===== config.mk =====
export PLATFORM = sky130hd
export DESIGN_NAME = ccr_ctrl_regs
export DESIGN_NICKNAME = d
export VERILOG_FILES = /design/src/verilog/ccr_pkg.sv /design/src/verilog/ccr_ctrl_regs.sv /design/src/verilog/ccr_shadow_mem.sv
export SDC_FILE = /design/constraint.sdc
export NUM_CORES = 1
export LEC_CHECK = 0
export BUFFER_PORTS_ARGS = -buffer_cell sky130_fd_sc_hd__buf_4
export CORE_MARGIN = 5
export CORE_UTILIZATION = 48
export DETAILED_ROUTE_END_ITERATION = 8
export PLACE_DENSITY = 0.67
export SLEW_MARGIN = 15
export SYNTH_ARGS = -nofsm -noshare
export SYNTH_HDL_FRONTEND = slang
export SYNTH_HIERARCHICAL = 1
export SYNTH_SLANG_ARGS = --single-unit
export TNS_END_PERCENT = 5

===== constraint.sdc =====
create_clock -name clock -period 5.35 [get_ports clock]
set_clock_uncertainty 0.2 [all_clocks]
set_input_delay 0.535 -clock clock [delete_from_list [all_inputs] [get_ports clock]]
set_output_delay 0.535 -clock clock [all_outputs]
set_load 0.01 [all_outputs]

===== src/verilog/ccr_pkg.sv =====
// Package: register map, field positions and reset values of the converter control bank
package ccr_pkg;
   // ----------------------------------------------------------------
   // Geometry
   // ----------------------------------------------------------------
   localparam int unsigned DATA_W   = 32;
   localparam int unsigned ADDR_W   = 4;
   localparam int unsigned NUM_REGS = 14;
   localparam int unsigned NUM_COEF = 9;
   localparam int unsigned NUM_SUM  = 3;

   // ----------------------------------------------------------------
   // Word addresses
   // ----------------------------------------------------------------
   localparam logic [3:0] RUN_CONTROL_ADDR   = 4'h0;
   localparam logic [3:0] RUN_STATUS_ADDR    = 4'h1;
   localparam logic [3:0] COEF_ROW0_A_ADDR   = 4'h2;
   localparam logic [3:0] COEF_ROW0_B_ADDR   = 4'h3;
   localparam logic [3:0] COEF_ROW0_C_ADDR   = 4'h4;
   localparam logic [3:0] COEF_ROW1_A_ADDR   = 4'h5;
   localparam logic [3:0] COEF_ROW1_B_ADDR   = 4'h6;
   localparam logic [3:0] COEF_ROW1_C_ADDR   = 4'h7;
   localparam logic [3:0] COEF_ROW2_A_ADDR   = 4'h8;
   localparam logic [3:0] COEF_ROW2_B_ADDR   = 4'h9;
   localparam logic [3:0] COEF_ROW2_C_ADDR   = 4'ha;
   localparam logic [3:0] OFFSET_TERM_0_ADDR = 4'hb;
   localparam logic [3:0] OFFSET_TERM_1_ADDR = 4'hc;
   localparam logic [3:0] OFFSET_TERM_2_ADDR = 4'hd;

   // ----------------------------------------------------------------
   // Fields and reset values
   // ----------------------------------------------------------------
   localparam int unsigned RUN_BIT    = 0;
   localparam int unsigned STATUS_BIT = 0;
   localparam logic [31:0] REG_RESET  = 32'h0000_0000;

   // ----------------------------------------------------------------
   // Sequencer states
   // ----------------------------------------------------------------
   typedef enum logic [2:0] {
      CCR_IDLE  = 3'b001,
      CCR_FRAME = 3'b010,
      CCR_WAIT  = 3'b100
   } ccr_state_t;
endpackage : ccr_pkg


===== src/verilog/ccr_ctrl_regs.sv =====
// Run-time control register bank of the color space converter
// Functional notes
// - All control map registers are 32 bits
// - Coefficients and summands are signed two's complement
// - Registers sampled once at each frame start
// - Frame uses held copy, mid-frame writes ignored
// - Word 0 bit 0 is run/stop
// - Word 1 bit 0 shows status flag
// - Coefficients at words 2-10, summands 11-13
`timescale 1ns/1ps
module ccr_ctrl_regs #(
   parameter int unsigned DATA_W = ccr_pkg::DATA_W
) (
   // Clock and reset
   input  wire logic                        clock,
   input  wire logic                        rst,
   // Register port, word addressed
   input  wire logic [ccr_pkg::ADDR_W-1:0]  reg_address,
   input  wire logic                        reg_read,
   input  wire logic                        reg_write,
   input  wire logic [DATA_W-1:0]           reg_writedata,
   output logic      [DATA_W-1:0]           reg_readdata,
   // Frame handshake with the pixel datapath
   input  wire logic                        frame_start_req,
   output logic                             frame_start_ack,
   input  wire logic                        frame_done,
   // Per-frame conversion words to the datapath
   input  wire logic [3:0]                  shadow_index,
   output logic signed [DATA_W-1:0]         shadow_word,
   output logic                             frame_active
);
   // ----------------------------------------------------------------
   // Elaboration checks
   // ----------------------------------------------------------------
   // Refused at elaboration, since the map and the held copy are fixed at 32 bits
   if (DATA_W != 32)
   begin : g_width_check
      $error("ccr_ctrl_regs: DATA_W must be 32");
   end

   localparam int unsigned NWORDS = ccr_pkg::NUM_COEF + ccr_pkg::NUM_SUM;

   // ----------------------------------------------------------------
   // Software-visible registers
   // ----------------------------------------------------------------
   logic                    run_q, run_d;
   logic [DATA_W-1:0]       word_q [NWORDS];
   logic [DATA_W-1:0]       word_d [NWORDS];
   logic [DATA_W-1:0]       reg_readdata_d;
   logic                    status_flag;

   // Word n of the coefficient/summand array sits at word address n+2
   always_comb
   begin
      run_d = run_q;
      if (reg_write && (reg_address == ccr_pkg::RUN_CONTROL_ADDR))
      begin
         run_d = reg_writedata[ccr_pkg::RUN_BIT];
      end
   end

   genvar gi;
   generate
      for (gi = 0; gi < NWORDS; gi++)
      begin : g_word
         localparam logic [3:0] WADDR = ccr_pkg::COEF_ROW0_A_ADDR + 4'(gi);
         always_comb
         begin
            word_d[gi] = word_q[gi];
            if (reg_write && (reg_address == WADDR))
            begin
               word_d[gi] = reg_writedata;
            end
         end
         always_ff @(posedge clock)
         begin
            if (rst)
            begin
               word_q[gi] <= ccr_pkg::REG_RESET;
            end
            else
            begin
               word_q[gi] <= word_d[gi];
            end
         end
      end
   endgenerate

   // Status word is read-only; writes to it and to unmapped words are ignored
   always_comb
   begin
      reg_readdata_d = reg_readdata;
      if (reg_read)
      begin
         reg_readdata_d = '0;
         if (reg_address == ccr_pkg::RUN_CONTROL_ADDR)
         begin
            reg_readdata_d[ccr_pkg::RUN_BIT] = run_q;
         end
         else if (reg_address == ccr_pkg::RUN_STATUS_ADDR)
         begin
            reg_readdata_d[ccr_pkg::STATUS_BIT] = status_flag;
         end
         else if ((reg_address >= ccr_pkg::COEF_ROW0_A_ADDR) &&
                  (reg_address <= ccr_pkg::OFFSET_TERM_2_ADDR))
         begin
            reg_readdata_d = word_q[4'(reg_address - ccr_pkg::COEF_ROW0_A_ADDR)];
         end
      end
   end

   always_ff @(posedge clock)
   begin
      if (rst)
      begin
         run_q        <= 1'b0;
         reg_readdata <= '0;
      end
      else
      begin
         run_q        <= run_d;
         reg_readdata <= reg_readdata_d;
      end
   end

   // ----------------------------------------------------------------
   // Frame sequencer
   // ----------------------------------------------------------------
   // Run/stop is only looked at when a frame asks to start, so clearing it
   // mid-frame lets the current frame finish before the converter halts.
   ccr_pkg::ccr_state_t state_q, state_d;
   logic [3:0]          copy_cnt_q, copy_cnt_d;

   always_comb
   begin
      state_d    = state_q;
      copy_cnt_d = copy_cnt_q;
      case (state_q)
         ccr_pkg::CCR_IDLE:
         begin
            if (frame_start_req && run_q)
            begin
               state_d    = ccr_pkg::CCR_WAIT;
               copy_cnt_d = '0;
            end
         end
         ccr_pkg::CCR_WAIT:
         begin
            // Copy one word per cycle into the shadow memory
            if (32'(copy_cnt_q) == NWORDS - 1)
            begin
               state_d = ccr_pkg::CCR_FRAME;
            end
            else
            begin
               copy_cnt_d = copy_cnt_q + 4'h1;
            end
         end
         ccr_pkg::CCR_FRAME:
         begin
            if (frame_done)
            begin
               state_d = ccr_pkg::CCR_IDLE;
            end
         end
         default:
         begin
            state_d = ccr_pkg::CCR_IDLE;
         end
      endcase
   end

   always_ff @(posedge clock)
   begin
      if (rst)
      begin
         state_q    <= ccr_pkg::CCR_IDLE;
         copy_cnt_q <= '0;
      end
      else
      begin
         state_q    <= state_d;
         copy_cnt_q <= copy_cnt_d;
      end
   end

   // Ack is combinational: high in the cycle the copy completes
   assign frame_start_ack = (state_q == ccr_pkg::CCR_WAIT) &&
                            (32'(copy_cnt_q) == NWORDS - 1);
   assign frame_active    = (state_q == ccr_pkg::CCR_FRAME);

   // Busy whenever run is set, and from the sampled start until the sequencer idles with run cleared
   assign status_flag = (state_q != ccr_pkg::CCR_IDLE) || run_q;

   // ----------------------------------------------------------------
   // Held per-frame copy
   // ----------------------------------------------------------------
   logic [DATA_W-1:0] mem_rd;

   // Only written while copying, so bus writes in a frame cannot reach it
   ccr_shadow_mem #(
      .WIDTH (DATA_W),
      .DEPTH (NWORDS)
   ) u_shadow (
      .clock   (clock),
      .rst     (rst),
      .wr_en   (state_q == ccr_pkg::CCR_WAIT),
      .wr_addr (copy_cnt_q),
      .wr_data (word_q[copy_cnt_q]),
      .rd_addr (shadow_index),
      .rd_data (mem_rd)
   );

   assign shadow_word = signed'(mem_rd);
endmodule : ccr_ctrl_regs


===== src/verilog/ccr_shadow_mem.sv =====
// Small register-file memory holding the per-frame copy of the twelve conversion words
`timescale 1ns/1ps
module ccr_shadow_mem #(
   parameter int unsigned WIDTH = 32,
   parameter int unsigned DEPTH = 12
) (
   // Clock and reset
   input  wire logic                     clock,
   input  wire logic                     rst,
   // Write side
   input  wire logic                     wr_en,
   input  wire logic [$clog2(DEPTH)-1:0] wr_addr,
   input  wire logic [WIDTH-1:0]         wr_data,
   // Read side, registered
   input  wire logic [$clog2(DEPTH)-1:0] rd_addr,
   output logic      [WIDTH-1:0]         rd_data
);
   logic [WIDTH-1:0] mem_q [DEPTH];
   logic [WIDTH-1:0] rd_data_d;

   if (DEPTH < 2)
   begin : g_depth_check
      $error("ccr_shadow_mem: DEPTH must be at least 2");
   end

   always_comb
   begin
      rd_data_d = (32'(rd_addr) < DEPTH) ? mem_q[rd_addr] : '0;
   end

   always_ff @(posedge clock)
   begin
      if (wr_en && (32'(wr_addr) < DEPTH))
      begin
         mem_q[wr_addr] <= wr_data;
      end
      if (rst)
      begin
         rd_data <= '0;
      end
      else
      begin
         rd_data <= rd_data_d;
      end
   end
endmodule : ccr_shadow_mem

# Word-level counts from Yosys, hierarchy flattened
# Memories as Yosys holds them, arrays and structs flattened. A register that Yosys moved wholly into a read port is not among the register bits.
# Cells that the tools add are included.
# word_totals
ff_bits,40
ramBits,768
input_bits,46
output_inout_bits,66
elab_cells,137
mem_count,2
# memory_table
name,depth,width,rd,rd_ports_with_merged_regs,write_ports,line_no,text
u_shadow.mem_q,12,32,1,1,1,ccr_shadow_mem.sv:18,logic [WIDTH-1:0] mem_q [DEPTH];
word_q,12,32,2,1,12,ccr_ctrl_regs.sv:47,logic [DATA_W-1:0] word_q [NWORDS];
# op_classes
n_addsub,2
order_cmp,4
eq_ne,34
muxes,43
bitwise,13
reduce_logical,35
# op_table
cell,count
$mux 32,25
$mux 31,2
$eq 4x4->1 const B,7
$reduce_and 2->1,12
$logic_and 1x1->1,17
$eq 4x3->1 const B,4
$mux 4,4
$ne 1x1->1 const B,12
$or 1x1->1,12
$mux 3,3
$pmux 3 s3,1
$eq 4x2->1 const B,2
$lt 4x4->1 const B,2
$ne 2x2->1 const B,4
$pmux 4 s2,1
$mux 1,7
$reduce_and 3->1,2
$add 4x1->4 const B,1
$eq 4x1->1 const B,1
$ge 4x2->1 const B,1
$le 4x4->1 const B,1
$logic_not 4->1,1
$sub 4x2->4 const B,1
$eq 3x1->1 const B,1
other kinds (7),7

# Depth between registers and ports, before layout
# logic_depth
word_depth,5
depth_mapped,10
depth_no_buf,6

# By module
# Netlist, hierarchy kept.
# by_module_without_submodules
mod,n_inst,cells_each,area_each_um2,seq_area_each_um2
ccr_ctrl_regs,1,1608,21971.1,12411.9
ccr_shadow_mem,1,815,16612.2,12171.7

# Worst setup path before layout
# OpenSTA, ideal clock, no wires.
# synth_path
path_type,register to register
from,register state_q[0]
to,memory u_shadow.mem_q[0][0] (enable)
t_arrival_ns,3.799
required_ns,4.689
setup_slack_ns,0.890
path_stages_with_launch,6
path_buffers,1
period_less_slack_ns,4.460
cell_sequence,dfxtp_1 or3b_2 clkbuf_1 inv_1 or3b_2 nor3_1
# synth_between
elab_chain_len,4
# synth_lines
item,line_no,text
start: declaration,ccr_ctrl_regs.sv:131,"ccr_pkg::ccr_state_t state_q, state_d;"
start signal: assignment,ccr_ctrl_regs.sv:177,state_q <= ccr_pkg::CCR_IDLE;
start signal: assignment,ccr_ctrl_regs.sv:182,state_q <= state_d;
$eq 3x3->1,ccr_ctrl_regs.sv:207,".wr_en (state_q == ccr_pkg::CCR_WAIT),"
$logic_and 1x1->1,ccr_shadow_mem.sv:33,if (wr_en && (32'(wr_addr) < DEPTH))
$mux 1,ccr_shadow_mem.sv:33,
$mux 1 (implied by the code),ccr_shadow_mem.sv:35,mem_q[wr_addr] <= wr_data;
end: declaration,ccr_shadow_mem.sv:18,
# No other way between the ends.

# Worst setup path after layout
# layout_path
from,register state_q[2]
to,memory u_shadow.mem_q[1][11] (enable)
# Same word-level chain as after synthesis.

==> run_results.csv <==
group,metric,value,unit
layout,area_growth,12.9,%
critical_path,worstReg2RegStart,"state_q[2]",
critical_path,reg2regPathDepth,5,
layout,fin_util,54.3,%
global_routing,grt_pass1_vias,23300,
route,drt_first_pass_iters,5,
clocking,cts_buffers,90,
die,core-area,80200,um2
die,start_util,48.1,%
clocking,cts_resized,0,
pwr,clockPowerShare,41.3,%
layout,stdcell_area,43500,um2
timing,max_freq,304,MHz
yosys,synth_flop_cell,"edfxtp_1",
timing,finalMaxSlewViolations,0,
critical_path,r2r_setup_slack,2060,ps
global_routing,grt_pass1_wl,153000,um
die,pin_count,112,
clocking,clock_sinks,844,
timing,period_share,61.4,%
timing,finalSetupViolations,0,
pwr,p_sw,3320,uW
clocking,clockBufferDepth,3,
route,drtIter0Drc,2310,
clocking,cts_root_buf,"clkbuf_16",
pwr,pwr-share-seq,51.2,%
route,routed_wl,104000,um
yosys,synth_area_leaders,"edfxtp_1, mux4_2, and2_1",
route,ant_nets,0,
pwr,vdd_ir_drop_max,0.000250,V
timing,fin_crit,3290,ps
yosys,synth_adder_area_share,0.0649,%
yosys,syn_inst,2423,
hold_path,min_path_type,"primary input to flip-flop",
clocking,path_clk_slew,60,ps
clocking,htree_levels,3,
critical_path,cp.required,5460,ps
timing,rsz0062_at_grt,"false",
layout,nFillCells,6383,
yosys,synth-async-reset-ratio,0,%
die,dieArea,86200,um2
global_routing,overflow,0,
critical_path,rr_endpoint,"u_shadow/mem_q[1][11]",
route,vias_per_cell,6.22,
placement,routabilityCongestion,0.857,
yosys,yosys.area_share.xor_xnor,0.0454,%
die,rows,104,
flow_run,cap_violations,0,
clocking,ctsHoldBuffers,0,
die,die_x,294,um
critical_path,critPathMaxFanout,18,
hold_path,holdPathStages,2,
route,num_vias,22600,
critical_path,worstSetupStartpointType,"flip-flop",
placement,hpwl,61900,um
die,chipHeight,294,um
critical_path,crit_path_end_kind,"flip-flop",
status,status,"complete, no violations",
yosys,avgSynthCellArea,15.9,um2
yosys,synth_top_family_by_area,"multiplexers",
yosys,synth_mux_area_share,18.9,%
placement,postPlaceCellArea,40600,um2
global_routing,grt_antenna_before_repair,7,
layout,nNetsFinal,2551,
critical_path,crit_type,"flip-flop to flip-flop",
critical_path,arrival,3390,ps
yosys,syn-cell-area,38600,um2
pwr,power_density,338,nW/um2
timing,tns,0,ps
yosys,ys_ff_latch,844,
pwr,swShare,22.6,%
hold_path,min-delay-start,"reg_writedata[21]",
hold_path,whs_endpoint,"word_q[3][21]",
pwr,internal-power,11400,uW
clocking,post_cts.repair.setup_buffers,0,
yosys,synth-compound-area-share,5.74,%
timing,worstMarginPinSlew,1180,ps
yosys,ys_types,58,
yosys,synth_fp_nets,2471,
clocking,insertion_delay,640,ps
route,drc_errors,0,
global_routing,grt_max_degree,98,
placement,port_buffers,111,
layout,drive_above_1_share,25.1,%
pwr,leakage,0.0148,uW
timing,fin_hold_ws,56.8,ps
yosys,synth-simple-area-share,8.73,%
timing,hold_viol,0,
yosys,yosys.area.top_type,"edfxtp_1",
pwr,pwr-share-comb,7.5,%
yosys,seq_area_frac_synth,63.7,%
timing,timing.slew.headroom,21.4,%
route,avgRoutedWirePerCell,28.5,um
yosys,synth_common_cells,"edfxtp_1, and2_1, mux2i_1",
yosys,synth_top_area_share,59.8,%
global_routing,grt_usage,23.9,%
yosys,synth-edff-count,768,
yosys,yosysMostFrequentCell,"edfxtp_1",
clocking,cts_tree,"done",
yosys,ys_warn_count,6,
-- metrics by stage --
stage,instances,worst slack (ps),power [uW]
after detailed placement,3469,1700,8780
after floorplan,2423,890,8330
after CTS,3633,2020,14800
final,3638,2060,14700
after global placement,3468,1790,8740
after global routing,3636,1940,15200
-- state kept, by name, indices dropped and copies added, names as in the netlist, named ones only --
name              count
reg_readdata         32
word_q              384
u_shadow/rd_data     32
u_shadow/mem_q      384
run_q                 1
state_q               3
copy_cnt_q            4
-- placed cells by master (no fill, tap or decap), types with 9 or more instances in the layout --
cell type | Yosys | final
clkbuf_16 | 0 | 93
mux2_2 | 35 | 35
a221o_1 | 32 | 32
mux4_2 | 192 | 192
nor2_1 | 61 | 41
clkbuf_1 | 110 | 12
a211oi_2 | 32 | 32
a22oi_1 | 32 | 32
buf_4 | 17 | 196
clkinv_2 | 1 | 15
clkinv_1 | 0 | 22
mux2i_1 | 220 | 220
and2_1 | 385 | 384
mux2_1 | 34 | 34
edfxtp_1 | 768 | 768
dfxtp_1 | 76 | 72
nor2_4 | 0 | 11
o22ai_1 | 64 | 64
nor3_1 | 36 | 33
o21ai_0 | 34 | 26
a211oi_1 | 32 | 32
nand2_1 | 75 | 75
o31ai_1 | 30 | 30
nor2_2 | 0 | 9
-- worst max-delay path by stage --
stage | from | end | slack, ps
after floorplan | state_q[0] | u_shadow/mem_q[0][0] | 890
after global placement | reg_address[1] | reg_readdata[0] | 1790
after detailed placement | reg_address[1] | reg_readdata[0] | 1700
after CTS | flip-flop | u_shadow/mem_q[10][28] | 2020
after global routing | state_q[0] | u_shadow/mem_q[1][15] | 1940
final | state_q[2] | u_shadow/mem_q[1][11] | 2060
-- layout make-up --
| cell class | count | area (um2) | share of cell area (%) |
|---|---|---|---|
| multi-input cells | 1362 | 13200 | 30.2 |
| inverters | 4 | 16.3 | 0.0373 |
| well taps | 1060 | 1330 | 3.05 |
| clock inverters | 56 | 469 | 1.08 |
| clock buffers | 108 | 2410 | 5.54 |
| repair buffers | 201 | 1560 | 3.58 |
| diodes | 3 | 7.51 | 0.0172 |
| flip-flops and latches | 844 | 24600 | 56.5 |
-- per-layer routing --
metal / vias to the layer above / global-route usage [%] / part of all wire, %
met5: - / 0 / 0.037
met4: 6 / 7.62 / 3.2
met3: 232 / 4.07 / 7.5
met2: 1014 / 40.1 / 50
met1: 11800 / 32.1 / 40
li1: 9622 / - / -
-- logic make-up after synthesis --
group / Yosys count
xor gates and xnor gates: 2
muxes: 481
DFF: 844
buffers and inverters: 217
AOI/OAI and AO/OA: 282
and+or+nand+nor: 595
adders and majority gates: 2
-- critical path, cell delays in order (launching register included) --
cell and delay, ps:
dfxtp_1 370, or3b_2 530, inv_1 210, or3b_2 590
nor2_4 630, buf_4 410
-- power by group through the flow --
stage	Sequential, uW	Combinational (uW)	Clock [uW]
3_5_place_dp	7680	1090	0
5_1_grt	7570	1170	6460
3_3_place_gp	7670	1070	0
4_1_cts	7550	1100	6170
6_report	7550	1100	6080
2_1_floorplan	7650	684	0
(Power assumes the default switching activity.)
